$ cat src/rtl/dls_pkg.sv
// package: register map, reset values, limits and carriers of the d-channel link supervisor
package dls_pkg;
   // ----------------------------------------
   // clock and time base
   // ----------------------------------------
   localparam int CLK_PERIOD_NS = 8;
   localparam int HALF_SEC_NS = 500000000;
   localparam int HALF_SEC_CYCLES = HALF_SEC_NS / CLK_PERIOD_NS;
   localparam int TIMER_W = 7;
   localparam logic [TIMER_W-1:0] HALVES_PER_SEC = 7'h02;
   localparam logic [TIMER_W-1:0] INTERVAL_HALVES = 7'h0a;

   // ----------------------------------------
   // register offsets
   // ----------------------------------------
   localparam logic [7:0] ADDR_ACK_WAIT = 8'h00;
   localparam logic [7:0] ADDR_IDLE_PROBE = 8'h04;
   localparam logic [7:0] ADDR_RETRY_LIMIT = 8'h08;
   localparam logic [7:0] ADDR_MAX_INFO = 8'h0c;
   localparam logic [7:0] ADDR_WINDOW = 8'h10;
   localparam logic [7:0] ADDR_MSG_THRESH = 8'h14;
   localparam logic [7:0] ADDR_STATUS = 8'h18;
   localparam logic [7:0] ADDR_IRQ_STAT = 8'h1c;
   localparam logic [7:0] ADDR_IRQ_MASK = 8'h20;
   localparam logic [7:0] ADDR_MSG_COUNT = 8'h24;

   // ----------------------------------------
   // limits and reset values
   // ----------------------------------------
   localparam logic [5:0] ACK_WAIT_MIN = 6'h02;
   localparam logic [5:0] ACK_WAIT_MAX = 6'h28;
   localparam logic [5:0] ACK_WAIT_RST = 6'h03;
   localparam logic [5:0] IDLE_MIN = 6'h02;
   localparam logic [5:0] IDLE_MAX = 6'h28;
   localparam logic [5:0] IDLE_RST = 6'h0a;
   localparam logic [3:0] RETRY_MIN = 4'h1;
   localparam logic [3:0] RETRY_MAX = 4'h8;
   localparam logic [3:0] RETRY_RST = 4'h3;
   localparam logic [8:0] INFO_MIN = 9'h004;
   localparam logic [8:0] INFO_MAX = 9'h104;
   localparam logic [2:0] WIN_MIN = 3'h1;
   localparam logic [2:0] WIN_MAX = 3'h7;
   localparam logic [8:0] THR_MIN = 9'h03c;
   localparam logic [8:0] THR_MAX = 9'h15e;
   localparam logic [8:0] THR_RST = 9'h12c;

   // ----------------------------------------
   // interrupt event bits
   // ----------------------------------------
   localparam int IRQ_W = 6;
   localparam int EV_RETX = 0;
   localparam int EV_RECOVER = 1;
   localparam int EV_PROBE = 2;
   localparam int EV_WARN = 3;
   localparam int EV_REJECT = 4;
   localparam int EV_OVERSIZE = 5;

   typedef struct packed {
      logic [5:0] ack_wait;
      logic [5:0] idle_probe;
      logic [3:0] retry_limit;
      logic [8:0] max_info_octets;
      logic [2:0] window;
      logic [8:0] call_msg_threshold;
   } dls_cfg_t;

   typedef struct packed {
      logic over_prev;
      logic rejecting;
      logic [3:0] retry;
      logic [3:0] outstanding;
   } dls_status_t;

   localparam dls_cfg_t CFG_RST = '{ACK_WAIT_RST, IDLE_RST, RETRY_RST, INFO_MAX, WIN_MAX, THR_RST};

   typedef enum logic [1:0] {
      CALL_OPEN = 2'b01,
      CALL_SHUT = 2'b10
   } dls_call_state_t;
endpackage

$ cat src/rtl/dls_tick.sv
// half-second tick divider
`timescale 1ns/1ps
module dls_tick #(
   parameter int CYCLES = 62500000
) (
   input wire logic clk_i,
   input wire logic nrst_i,
   output logic tick_o
);
   logic [31:0] cnt_q;

   always_ff @(posedge clk_i or negedge nrst_i)
   begin
      if (!nrst_i)
      begin
         cnt_q <= 32'h0;
         tick_o <= 1'b0;
      end
      else if (cnt_q >= 32'(CYCLES - 1))
      begin
         cnt_q <= 32'h0;
         tick_o <= 1'b1;
      end
      else
      begin
         cnt_q <= cnt_q + 32'h1;
         tick_o <= 1'b0;
      end
   end
endmodule

$ cat src/rtl/dls_timer.sv
// down counter in half-second ticks with one-cycle expiry pulse
`timescale 1ns/1ps
module dls_timer #(
   parameter int W = 7
) (
   input wire logic clk_i,
   input wire logic nrst_i,
   input wire logic tick_i,
   input wire logic load_i,
   input wire logic [W-1:0] value_i,
   input wire logic stop_i,
   output logic run_o,
   output logic expire_o
);
   logic [W-1:0] cnt_q;

   always_ff @(posedge clk_i or negedge nrst_i)
   begin
      if (!nrst_i)
      begin
         cnt_q <= '0;
         run_o <= 1'b0;
         expire_o <= 1'b0;
      end
      else
      begin
         expire_o <= 1'b0;
         if (load_i)
         begin
            // zero would wrap round the whole counter before it expires, so treat it as one tick
            cnt_q <= (value_i == '0) ? W'(1) : value_i;
            run_o <= 1'b1;
         end
         else if (stop_i)
            run_o <= 1'b0;
         else if (tick_i && run_o)
         begin
            if (cnt_q == W'(1))
            begin
               run_o <= 1'b0;
               expire_o <= 1'b1;
            end
            else
               cnt_q <= cnt_q - W'(1);
         end
      end
   end
endmodule

$ cat src/rtl/dls_supervisor.sv
// d-channel link supervisor: ack-wait retry, idle probe, window, frame size, call overload policing
`timescale 1ns/1ps
module dls_supervisor
   import dls_pkg::*;
#(
   parameter int TICK_CYCLES = HALF_SEC_CYCLES
) (
   input wire logic CLK_I,
   input wire logic NRST_I,
   input wire logic [7:0] ADDR_I,
   input wire logic [31:0] WDATA_I,
   input wire logic WR_I,
   input wire logic RD_I,
   output logic [31:0] RDATA_O,
   input wire logic TX_FRAME_I,
   input wire logic [8:0] TX_LEN_I,
   input wire logic ACK_I,
   input wire logic [2:0] ACK_CNT_I,
   input wire logic RX_FRAME_I,
   input wire logic L3_MSG_I,
   input wire logic CALL_REQ_I,
   output logic TX_ALLOW_O,
   output logic RETX_REQ_O,
   output logic RR_REQ_O,
   output logic LINK_RECOVER_O,
   output logic WARN_O,
   output logic CALL_ACCEPT_O,
   output logic CALL_REJECT_O,
   output logic IRQ_O
);
   // ----------------------------------------
   // declarations
   // ----------------------------------------
   dls_cfg_t cfg_q;
   logic [IRQ_W-1:0] irq_stat_q, irq_mask_q, ev;
   logic [3:0] out_q, out_d, retry_q, acked;
   logic [8:0] msg_cnt_q;
   logic over_prev_q, reject_q, tick;
   logic ack_run, ack_exp, idle_run, idle_exp, int_run, int_exp;
   logic tx_ok, oversize, ack_load, ack_stop, over, reject_next;
   dls_call_state_t call_q;
   dls_status_t status;

   function automatic logic [8:0] clamp(input logic [31:0] v, input logic [8:0] lo, input logic [8:0] hi);
      if (v < {23'h0, lo})
         return lo;
      else if (v > {23'h0, hi})
         return hi;
      else
         return v[8:0];
   endfunction

   // ----------------------------------------
   // time base and timers
   // ----------------------------------------
   dls_tick #(.CYCLES(TICK_CYCLES)) u_tick (
      .clk_i(CLK_I),
      .nrst_i(NRST_I),
      .tick_o(tick)
   );

   dls_timer #(.W(TIMER_W)) u_ack (
      .clk_i(CLK_I),
      .nrst_i(NRST_I),
      .tick_i(tick),
      .load_i(ack_load),
      .value_i({1'b0, cfg_q.ack_wait}),
      .stop_i(ack_stop),
      .run_o(ack_run),
      .expire_o(ack_exp)
   );

   // idle period is in seconds, the timer counts half seconds
   dls_timer #(.W(TIMER_W)) u_idle (
      .clk_i(CLK_I),
      .nrst_i(NRST_I),
      .tick_i(tick),
      .load_i(RX_FRAME_I || !idle_run),
      .value_i(TIMER_W'({1'b0, cfg_q.idle_probe} * HALVES_PER_SEC)),
      .stop_i(1'b0),
      .run_o(idle_run),
      .expire_o(idle_exp)
   );

   dls_timer #(.W(TIMER_W)) u_interval (
      .clk_i(CLK_I),
      .nrst_i(NRST_I),
      .tick_i(tick),
      .load_i(!int_run),
      .value_i(INTERVAL_HALVES),
      .stop_i(1'b0),
      .run_o(int_run),
      .expire_o(int_exp)
   );

   // ----------------------------------------
   // window and frame size
   // ----------------------------------------
   assign oversize = TX_FRAME_I && (TX_LEN_I > cfg_q.max_info_octets);
   assign tx_ok = TX_FRAME_I && !oversize && (out_q < {1'b0, cfg_q.window});
   assign acked = ({1'b0, ACK_CNT_I} > out_q) ? out_q : {1'b0, ACK_CNT_I};

   always_comb
   begin
      out_d = out_q;
      if (ACK_I)
         out_d = out_d - acked;
      if (tx_ok)
         out_d = out_d + 4'h1;
      if (ack_exp && !(ACK_I && acked != 4'h0) && retry_q >= cfg_q.retry_limit)
         out_d = 4'h0;
   end

   always_ff @(posedge CLK_I or negedge NRST_I)
   begin
      if (!NRST_I)
      begin
         out_q <= 4'h0;
         TX_ALLOW_O <= 1'b1;
      end
      else
      begin
         out_q <= out_d;
         // stays low until an acknowledgment, a link recovery or a wider window write frees a slot
         TX_ALLOW_O <= out_d < {1'b0, cfg_q.window};
      end
   end

   // ----------------------------------------
   // ack wait and retransmission
   // ----------------------------------------
   // one timer guards the oldest outstanding frame
   assign ack_load = (tx_ok && !ack_run) || (ACK_I && out_d != 4'h0)
      || (ack_exp && retry_q < cfg_q.retry_limit);
   assign ack_stop = ACK_I && out_d == 4'h0;

   always_ff @(posedge CLK_I or negedge NRST_I)
   begin
      if (!NRST_I)
      begin
         retry_q <= 4'h0;
         RETX_REQ_O <= 1'b0;
         LINK_RECOVER_O <= 1'b0;
      end
      else
      begin
         RETX_REQ_O <= 1'b0;
         LINK_RECOVER_O <= 1'b0;
         if (ACK_I && acked != 4'h0)
            retry_q <= 4'h0;
         else if (ack_exp && retry_q < cfg_q.retry_limit)
         begin
            retry_q <= retry_q + 4'h1;
            RETX_REQ_O <= 1'b1;
         end
         else if (ack_exp)
         begin
            retry_q <= 4'h0;
            LINK_RECOVER_O <= 1'b1;
         end
      end
   end

   always_ff @(posedge CLK_I or negedge NRST_I)
   begin
      if (!NRST_I)
         RR_REQ_O <= 1'b0;
      else
         RR_REQ_O <= idle_exp;
   end

   // ----------------------------------------
   // call-control overload policing
   // ----------------------------------------
   assign over = msg_cnt_q > cfg_q.call_msg_threshold;
   assign reject_next = over && over_prev_q && !reject_q;

   always_ff @(posedge CLK_I or negedge NRST_I)
   begin
      if (!NRST_I)
      begin
         msg_cnt_q <= 9'h0;
         over_prev_q <= 1'b0;
         reject_q <= 1'b0;
         WARN_O <= 1'b0;
      end
      else
      begin
         WARN_O <= int_exp && over;
         if (int_exp)
         begin
            msg_cnt_q <= {8'h0, L3_MSG_I};
            // history restarts when a rejection interval begins
            over_prev_q <= over && !reject_next;
            reject_q <= reject_next;
         end
         else if (L3_MSG_I && msg_cnt_q != 9'h1ff)
            msg_cnt_q <= msg_cnt_q + 9'h1;
      end
   end

   always_ff @(posedge CLK_I or negedge NRST_I)
   begin
      if (!NRST_I)
      begin
         call_q <= CALL_OPEN;
         CALL_ACCEPT_O <= 1'b0;
         CALL_REJECT_O <= 1'b0;
      end
      else
      begin
         call_q <= reject_q ? CALL_SHUT : CALL_OPEN;
         CALL_ACCEPT_O <= 1'b0;
         CALL_REJECT_O <= 1'b0;
         case (call_q)
            CALL_OPEN: CALL_ACCEPT_O <= CALL_REQ_I && !reject_q;
            CALL_SHUT: CALL_REJECT_O <= CALL_REQ_I && reject_q;
            default: CALL_REJECT_O <= CALL_REQ_I;
         endcase
         if (call_q == CALL_OPEN && reject_q)
            CALL_REJECT_O <= CALL_REQ_I;
         if (call_q == CALL_SHUT && !reject_q)
            CALL_ACCEPT_O <= CALL_REQ_I;
      end
   end

   // ----------------------------------------
   // register port and interrupt
   // ----------------------------------------
   assign ev = {oversize, reject_next && int_exp, WARN_O, RR_REQ_O, LINK_RECOVER_O, RETX_REQ_O};
   assign status = '{over_prev_q, reject_q, retry_q, out_q};

   always_ff @(posedge CLK_I or negedge NRST_I)
   begin
      if (!NRST_I)
         cfg_q <= CFG_RST;
      else if (WR_I)
      begin
         // out-of-range writes are clamped to the nearest legal value
         case (ADDR_I)
            ADDR_ACK_WAIT: cfg_q.ack_wait <= 6'(clamp(WDATA_I, 9'(ACK_WAIT_MIN), 9'(ACK_WAIT_MAX)));
            ADDR_IDLE_PROBE: cfg_q.idle_probe <= 6'(clamp(WDATA_I, 9'(IDLE_MIN), 9'(IDLE_MAX)));
            ADDR_RETRY_LIMIT: cfg_q.retry_limit <= 4'(clamp(WDATA_I, 9'(RETRY_MIN), 9'(RETRY_MAX)));
            ADDR_MAX_INFO: cfg_q.max_info_octets <= clamp(WDATA_I, INFO_MIN, INFO_MAX);
            ADDR_WINDOW: cfg_q.window <= 3'(clamp(WDATA_I, 9'(WIN_MIN), 9'(WIN_MAX)));
            ADDR_MSG_THRESH: cfg_q.call_msg_threshold <= clamp(WDATA_I, THR_MIN, THR_MAX);
            default: cfg_q <= cfg_q;
         endcase
      end
   end

   always_ff @(posedge CLK_I or negedge NRST_I)
   begin
      if (!NRST_I)
      begin
         irq_stat_q <= '0;
         irq_mask_q <= '0;
         IRQ_O <= 1'b0;
      end
      else
      begin
         // a new event wins over a clear in the same cycle
         if (WR_I && ADDR_I == ADDR_IRQ_STAT)
            irq_stat_q <= (irq_stat_q & ~WDATA_I[IRQ_W-1:0]) | ev;
         else
            irq_stat_q <= irq_stat_q | ev;
         if (WR_I && ADDR_I == ADDR_IRQ_MASK)
            irq_mask_q <= WDATA_I[IRQ_W-1:0];
         IRQ_O <= |(irq_stat_q & irq_mask_q);
      end
   end

   always_ff @(posedge CLK_I or negedge NRST_I)
   begin
      if (!NRST_I)
         RDATA_O <= 32'h0;
      else if (RD_I)
      begin
         case (ADDR_I)
            ADDR_ACK_WAIT: RDATA_O <= {26'h0, cfg_q.ack_wait};
            ADDR_IDLE_PROBE: RDATA_O <= {26'h0, cfg_q.idle_probe};
            ADDR_RETRY_LIMIT: RDATA_O <= {28'h0, cfg_q.retry_limit};
            ADDR_MAX_INFO: RDATA_O <= {23'h0, cfg_q.max_info_octets};
            ADDR_WINDOW: RDATA_O <= {29'h0, cfg_q.window};
            ADDR_MSG_THRESH: RDATA_O <= {23'h0, cfg_q.call_msg_threshold};
            ADDR_STATUS: RDATA_O <= {22'h0, status};
            ADDR_IRQ_STAT: RDATA_O <= {26'h0, irq_stat_q};
            ADDR_IRQ_MASK: RDATA_O <= {26'h0, irq_mask_q};
            ADDR_MSG_COUNT: RDATA_O <= {23'h0, msg_cnt_q};
            default: RDATA_O <= 32'h0;
         endcase
      end
      else
         RDATA_O <= 32'h0;
   end

   // ----------------------------------------
   // checks
   // ----------------------------------------
   retx_on_expiry_a: assert property (@(posedge CLK_I) disable iff (!NRST_I)
      ack_exp && !ACK_I && retry_q < cfg_q.retry_limit |=> RETX_REQ_O && !LINK_RECOVER_O)
      else $error("no retransmit after ack wait expiry");
   recover_after_limit_a: assert property (@(posedge CLK_I) disable iff (!NRST_I)
      ack_exp && !ACK_I && retry_q >= cfg_q.retry_limit |=> LINK_RECOVER_O && !RETX_REQ_O && retry_q == 4'h0)
      else $error("no link recovery after retries");
   ack_wait_range_a: assert property (@(posedge CLK_I) disable iff (!NRST_I)
      cfg_q.ack_wait >= ACK_WAIT_MIN && cfg_q.ack_wait <= ACK_WAIT_MAX)
      else $error("ack wait out of range");
   idle_probe_a: assert property (@(posedge CLK_I) disable iff (!NRST_I)
      idle_exp |=> RR_REQ_O ##1 !RR_REQ_O)
      else $error("idle expiry gave no single probe");
   idle_restart_a: assert property (@(posedge CLK_I) disable iff (!NRST_I)
      RX_FRAME_I |=> idle_run ##1 !RR_REQ_O)
      else $error("receive did not restart idle timer");
   limits_range_a: assert property (@(posedge CLK_I) disable iff (!NRST_I)
      cfg_q.retry_limit inside {[RETRY_MIN:RETRY_MAX]} && cfg_q.max_info_octets inside {[INFO_MIN:INFO_MAX]})
      else $error("retry or size limit out of range");
   window_full_a: assert property (@(posedge CLK_I) disable iff (!NRST_I)
      out_q >= {1'b0, cfg_q.window} |=> out_q <= $past(out_q))
      else $error("frame sent past full window");
   ack_clears_a: assert property (@(posedge CLK_I) disable iff (!NRST_I)
      ACK_I && ACK_CNT_I != 3'h0 && out_q != 4'h0 |=> retry_q == 4'h0 && !RETX_REQ_O)
      else $error("ack did not clear retry count");
   warn_on_over_a: assert property (@(posedge CLK_I) disable iff (!NRST_I)
      int_exp && msg_cnt_q > cfg_q.call_msg_threshold |=> WARN_O)
      else $error("overload warning missing");
   reject_third_a: assert property (@(posedge CLK_I) disable iff (!NRST_I)
      CALL_REQ_I && reject_q |=> CALL_REJECT_O && !CALL_ACCEPT_O)
      else $error("call accepted during rejection");
   resume_accept_a: assert property (@(posedge CLK_I) disable iff (!NRST_I)
      int_exp && reject_q |=> !reject_q)
      else $error("rejection lasted past one interval");
endmodule

$ cat config.mk
export PLATFORM = sky130hd
export DESIGN_NAME = dls_supervisor
export DESIGN_NICKNAME = d
export VERILOG_FILES = /design/src/rtl/dls_pkg.sv /design/src/rtl/dls_tick.sv /design/src/rtl/dls_timer.sv /design/src/rtl/dls_supervisor.sv
export SDC_FILE = /design/constraint.sdc
export NUM_CORES = 1
export LEC_CHECK = 0
export ABC_AREA = 1
export ABC_CLOCK_PERIOD_IN_PS = 7500
export BUFFER_PORTS_ARGS = -buffer_cell sky130_fd_sc_hd__buf_2
export CAP_MARGIN = 5
export CORE_ASPECT_RATIO = 0.7
export CORE_MARGIN = 5
export CORE_UTILIZATION = 35
export CTS_BUF_LIST = sky130_fd_sc_hd__clkbuf_4
export DETAILED_ROUTE_END_ITERATION = 7
export GPL_TIMING_DRIVEN = 1
export SETUP_SLACK_MARGIN = 0.5
export SLEW_MARGIN = 20
export SYNTH_ARGS = -nofsm -noshare
export SYNTH_HDL_FRONTEND = slang
export SYNTH_SLANG_ARGS = --single-unit
$ cat constraint.sdc
create_clock -name CLK_I -period 7.5 [get_ports CLK_I]
set_input_delay 1.5 -clock CLK_I [delete_from_list [all_inputs] [get_ports CLK_I]]
set_output_delay 1.5 -clock CLK_I [all_outputs]
set_load 0.1 [all_outputs]
==> impl_metrics.tcl, run 1 <==
set metrics [dict create \
    vias_per_cell 4.962 \
    synth.distinct_cells 60 \
    ios 101 \
    synthTopCellsByArea "dfrtp_1 38%, inv_1 8.5%, nand2_1 7.5%" \
    yosysTopAreaCellShare_pct 37.70 \
    tightest_slew_ps 794.8 \
    cp-start-kind "primary input" \
    ant_nets 0 \
    powerDensity_mw_per_mm2 231.7 \
    outcome "completed" \
    critPathMaxFanout 8 \
    cts_root_buffer "clkbuf_4" \
    drive_above_1_share_pct 14.15 \
    die_w_um 198.4 \
    drv_cap 0 \
    first_pass_iters 5 \
    end_kind "flop" \
    required_ps 7950 \
    yosysWarnings 0 \
    synth.ff_latch_count 148 \
    place_hpwl_um 17710 \
    cts_buffers 17 \
    initial_core_util_pct 35.40 \
    synth_largest_area_cell "dfrtp_1" \
    tns_ps 0 \
    fp-row-count 48 \
    h-tree-depth 4 \
    grt_pass1_wl_um 36520 \
    core_mm2 0.02456 \
    fp.dieH_um 141.9 \
    layout.nets 1295 \
    detail_route.wl_per_cell_um 14.80 \
    ff2ff_setup_slack_ps 3690 \
    cts_tree "yes" \
    path_clk_slew_ps 120 \
    postCtsSetupBuffers 0 \
    fmax_ghz 0.2412 \
    ys_seq_area_share_pct 42.84 \
    finClkSkew_ps 26.27 \
    dpl_worst_slack_ps 2804 \
    synth_cells 1091 \
    area_growth_pct 11.35 \
    drc 0 \
    cp.arrival_ps 4590 \
    setup_viol 0 \
    grt_antenna_before_repair 1 \
    syn_area_per_cell_um2 7.969 \
    layout_setup_ws_ps 3353 \
    hold_viol 0 \
    clock_sinks 148 \
    final.min_clock_period_ps 4147 \
    synth_top_flop_cell "dfrtp_1" \
    cts_buffer_depth 2 \
    rsz0062_at_grt "false" \
    vias 7577 \
    grt_max_degree 85 \
    hold_class "flop to flop" \
    ir_drop_uv 94.21 \
    grt.overflow.total 0 \
    place_congestion 0.8850 \
    synth_enable_flop_cells 0 \
    post_cts_resized 0 \
    criticalPathCategory "primary input to flop" \
    drt_iter0_markers 523 \
    dieArea_mm2 0.02814 \
    syn_area_mm2 0.008695 \
    p_leak_nw 4.833 \
    insertion_delay_ps 570 \
    port_buffers 78 \
    ctsHoldBuffers 0 \
    slew_headroom_pct 47.01 \
    timing.final.crit_share_pct 55.29 \
    grt_usage_pct 16.14 \
    wl_um 22600 \
    async_flop_share_pct 100.0 \
    grt_pass1_vias 7019 \
    report.final.slew_viol_count 0 \
]
[report_power, final]
| group | switching (mW) | internal (mW) | leakage [nW] |
|---|---|---|---|
| sequential | 0.0948 | 0.896 | 1.81 |
| clock | 0.318 | 0.172 | 0.139 |
| combinational | 0.516 | 0.246 | 2.88 |
[cells in the mapped netlist (all sizes together) (2+ instances only)]
master / n
inv: 204
nand2: 182
dfrtp: 131
nor2: 120
o21ai: 78
nand3: 62
ha: 45
a21oi: 40
nor3: 38
o22ai: 34
buf: 25
dfstp: 17
nand4: 15
nor4: 13
xor2: 11
a221oi: 9
a31oi: 8
o21bai: 7
o211ai: 6
a21boi: 4
nor3b: 4
xnor2: 4
a32oi: 3
clkbuf: 3
o31ai: 3
a211oi: 2
a22oi: 2
nand3b: 2
o21a: 2
o221ai: 2
o41ai: 2
[cells in the final DEF (no fill, tap or decap), types with 3 or more instances in the layout]
cell type	instances
a21boi_0	3
a21oi_1	38
a221oi_1	9
a31oi_1	8
a32oi_1	3
buf_2	77
clkbuf_4	18
clkinv_4	3
conb_1	28
dfrtp_1	131
dfstp_2	17
ha_1	45
inv_1	196
inv_2	8
inv_6	5
nand2_1	173
nand2_2	7
nand3_1	56
nand3_2	5
nand4_1	14
nor2_1	111
nor2_2	8
nor3_1	32
nor3_2	5
nor3b_1	4
nor4_1	13
o211ai_1	6
o21ai_0	70
o21ai_1	7
o21bai_1	7
o22ai_1	34
o31ai_1	3
xnor2_1	4
xor2_1	11
[final timing paths]
kind                                 startpoint               end  cells past startpoint
worst max-delay path               ACK_CNT_I[2]    u_ack.cnt_q[6]                     24
worst min-delay path            u_idle.expire_o          RR_REQ_O                      0
worst max register to register         out_q[1]    u_ack.cnt_q[6]                     24
worst min register to register  u_idle.expire_o          RR_REQ_O                      0
max in group asynchronous                NRST_I      msg_cnt_q[2]                      2
min in group asynchronous                NRST_I  u_tick.cnt_q[15]                      1
[metrics by stage]
| stage | std cells | power [mW] | hold slack (ps) | area [µm²] | utilization (%) |
|---|---|---|---|---|---|
| after floorplan | 1118 | 1.568 | 331.2 | 8796 | - |
| final | 1527 | 2.243 | 360.9 | 9682 | 39.42 |
| after global routing | 1527 | 2.415 | 372.7 | 9682 | 39.42 |
| after CTS | 1526 | 2.256 | 363.5 | 9676 | 39.39 |
| after detailed placement | 1494 | 1.760 | 334.7 | 9413 | 38.32 |
| after global placement | 1494 | 1.739 | 331.3 | 9413 | 38.32 |
[layer usage]
metal / vias up / global-route usage, % / wire [µm]
met3: 15 / 4.106 / 1733
met2: 225 / 21.21 / 8626
li1: 3772 / - / -
met5: - / 0 / 0
met1: 3565 / 26.06 / 12080
met4: 0 / 3.477 / 165
[critical path, stage by stage]
cell and delay [ps]:
buf_2 110, inv_1 70, ha_1 300, nand3_1 80
nand2_1 70, inv_2 60, nand2_4 100, nand2_1 60
nand2_1 100, inv_1 50, ha_1 200, fa_1 430
o21ai_1 260, ha_1 280, nand2_1 70, nand2_1 60
o21ai_1 130, nand2_1 90, clkinv_2 70, nand3_1 60
nand2_1 240, nand2_1 90, nand2_1 60, nand2_1 50
[flip-flops by register name, indices dropped and copies added, names as in the netlist, 2 cells and up]
signal / count
retry_q: 4
RDATA_O: 10
msg_cnt_q: 9
cfg_q: 37
u_ack.cnt_q: 7
u_interval.cnt_q: 7
irq_stat_q: 6
u_tick.cnt_q: 32
out_q: 4
call_q: 2
u_idle.cnt_q: 7
irq_mask_q: 6
[cells by family (layout without fill, tap and decap cells)]
group           Yosys count  count (layout)  share of synthesized area (%)
simple gates            441             441                          23.31
fa+ha+maj                46              46                          6.706
xor+xnor                 15              15                          1.511
other cells               1              29                        0.04313
flops                   148             148                          42.84
compound gates          207             207                          14.49
buf+inv                 233             316                          11.10
[cell type report]
cell class	count	area (µm²)
repair buffers	79	407.9
clock inverters	14	127.6
flip-flops and latches	148	3725
clock buffers	18	135.1
inverters	205	770.7
fillers	2538	14880
diodes	1	2.502
multi-input cells	737	4106
well taps	325	406.6
Power figures use the tool's default switching activity.
==> run 2, diff against run 1 <==
--- a/config.mk
+++ b/config.mk
@@ -6,7 +6,7 @@
 export NUM_CORES = 1
 export LEC_CHECK = 0
 export ABC_AREA = 1
-export ABC_CLOCK_PERIOD_IN_PS = 7500
+export ABC_CLOCK_PERIOD_IN_PS = 4100
 export BUFFER_PORTS_ARGS = -buffer_cell sky130_fd_sc_hd__buf_2
 export CAP_MARGIN = 5
 export CORE_ASPECT_RATIO = 0.7
==> constraint.sdc (replaced) <==
create_clock -name CLK_I -period 4.1 [get_ports CLK_I]
set_input_delay 0.82 -clock CLK_I [delete_from_list [all_inputs] [get_ports CLK_I]]
set_output_delay 0.82 -clock CLK_I [all_outputs]
set_load 0.1 [all_outputs]
==> run 2 against run 1 <==
Via count is 1.1% higher. Sequential share of layout area is 0.70 points lower. Combinational power is 100% higher. Critical path type is now flop to flop. Largest power group unchanged. Critical path depth is 5 lower. Worst setup slack worse by 2700 ps. Register-to-register slack worse by 3000 ps. Global-route usage is 0.34 points higher. Total power is 93% higher. Clock power is 100% higher.
==> impl_metrics.tcl, run 2 (same netlist as run 1, synthesis figures left out) <==
set metrics [dict create \
    r2r-start "out_q[2]" \
    multi_input_area_mm2 0.004135 \
    largest_reg_flops 37 \
    die_w_um 198.4 \
    cp_num_buf_inv 5 \
    ant_nets 0 \
    top_register "cfg_q" \
    grt_pass1_vias 7103 \
    cp-start-kind "flop" \
    crit_top_cell "inv_1" \
    insertion_delay_ps 560 \
    critPathTopFamily "adder cells" \
    instances_no_fill 1544 \
    layout.nets 1309 \
    grt_max_degree 72 \
    cts_buffer_depth 2 \
    crit_start "out_q[2]" \
    drc 0 \
    slew_headroom_pct 45.70 \
    place_congestion 0.8731 \
    vias 7657 \
    hold_class "primary input to async pin" \
    ios 101 \
    final.min_clock_period_ps 3405 \
    end_kind "flop" \
    port_buffers 78 \
    place_hpwl_um 17820 \
    outcome "completed" \
    crit_path_cell_trace "inv_1, ha_1, inv_1, nand2_2, nand2_4, buf_4, o21ai_4, inv_1, fa_1, o21ai_2, ha_1, nand2_1, nand2_1, nand2_1, inv_1, ha_1, a21boi_0, o21a_1, nor3_2" \
    cts_tree "yes" \
    rsz0062_at_grt "false" \
    layout_commonest_cell "inv_1" \
    register_area_mm2 0.003726 \
    drive_above_1_share_pct 15.97 \
    vias_per_cell 4.959 \
    ir_drop_uv 189.8 \
    cpPeakStageDelay_ps 470 \
    criticalPathCategory "flop to flop" \
    detail_route.wl_per_cell_um 14.83 \
    drt_iter0_markers 512 \
    fill_cells 2529 \
    report.final.slew_viol_count 0 \
    dp_cells 1497 \
    path_clk_slew_ps 150 \
    hold_viol 0 \
    fmax_ghz 0.2937 \
    dieArea_mm2 0.02814 \
    powerDensity_mw_per_mm2 439.0 \
    grt.overflow.total 0 \
    final_cell_mix "195 x inv_1, 171 x nand2_1, 130 x dfrtp_1" \
    cts_root_buffer "clkbuf_4" \
    setup_viol 0 \
    tightest_slew_ps 814.4 \
    critPathMaxFanout 6 \
    wl_um 22890 \
    tns_ps 0 \
    first_pass_iters 7 \
    core_mm2 0.02456 \
    ctsHoldBuffers 0 \
    p_leak_nw 4.923 \
    finClkSkew_ps 29.51 \
    required_ps 4580 \
    cts_buffers 17 \
    grt_antenna_before_repair 1 \
    drv_cap 0 \
    fp-row-count 48 \
    timing.final.crit_share_pct 83.04 \
    grt_usage_pct 16.48 \
    clock_sinks 148 \
    fp.dieH_um 141.9 \
    h-tree-depth 4 \
    reg.largest.list "cfg_q x37, u_tick.cnt_q x32, RDATA_O x10" \
    cp_slowest_cell "dfrtp_1" \
    area_growth_pct 13.46 \
    fin_util_pct 40.16 \
    cp.arrival_ps 3880 \
    initial_core_util_pct 35.40 \
    grt_pass1_wl_um 37070 \
    holdWs_ps 229.5 \
]
## run 2: cell type report
class	instances	share of cell area (%)
Sequential cell	148	37.77
Antenna cell	4	0.1015
Tap cell	325	4.122
Timing Repair Buffer	93	5.238
Inverter	205	7.839
Multi-Input combinational cell	737	41.92
Clock buffer	17	1.294
Clock inverter	15	1.712
## run 2: worst paths after layout
check,slack (ps),to,cells after the start
min reg2reg,360,RR_REQ_O,0
max reg2reg,700,TX_ALLOW_O,19
min,230,u_tick.cnt_q[15],1
min in group CLK_I,360,RR_REQ_O,0
max,700,TX_ALLOW_O,19
max in group asynchronous,2940,cfg_q[26],2
## run 2: where the power goes
group / switching (mW) / internal [mW]
Combinational: 0.988 / 0.545
Sequential: 0.171 / 1.64
Clock: 0.607 / 0.379
Total: 1.77 / 2.56
## run 2: layer usage
metal | vias to the layer above | GRT usage [%] | share of wire [%]
li1 | 3802 | - | -
met1 | 3597 | 27.02 | 53
met2 | 244 | 22.06 | 38
met3 | 14 | 3.157 | 7.5
met4 | 0 | 3.405 | 0.90
met5 | - | 0 | 0
## run 2: metrics by stage
| stage | setup slack, ps | area [µm²] | power, mW |
|---|---|---|---|
| 2_1_floorplan | 503.0 | 8796 | 2.868 |
| 3_3_place_gp | 167.0 | 9435 | 3.184 |
| 3_5_place_dp | 94.56 | 9435 | 3.222 |
| 4_1_cts | 536.0 | 9737 | 4.223 |
| 5_1_grt | 485.0 | 9864 | 4.647 |
| 6_report | 695.3 | 9864 | 4.330 |
## run 2: timing repair
action                                  4_1_cts  5_1_grt
pin swaps                                     0        5
endpoints found under the setup margin        9        9
buffers inserted                              0       11
resized for setup                             3       12
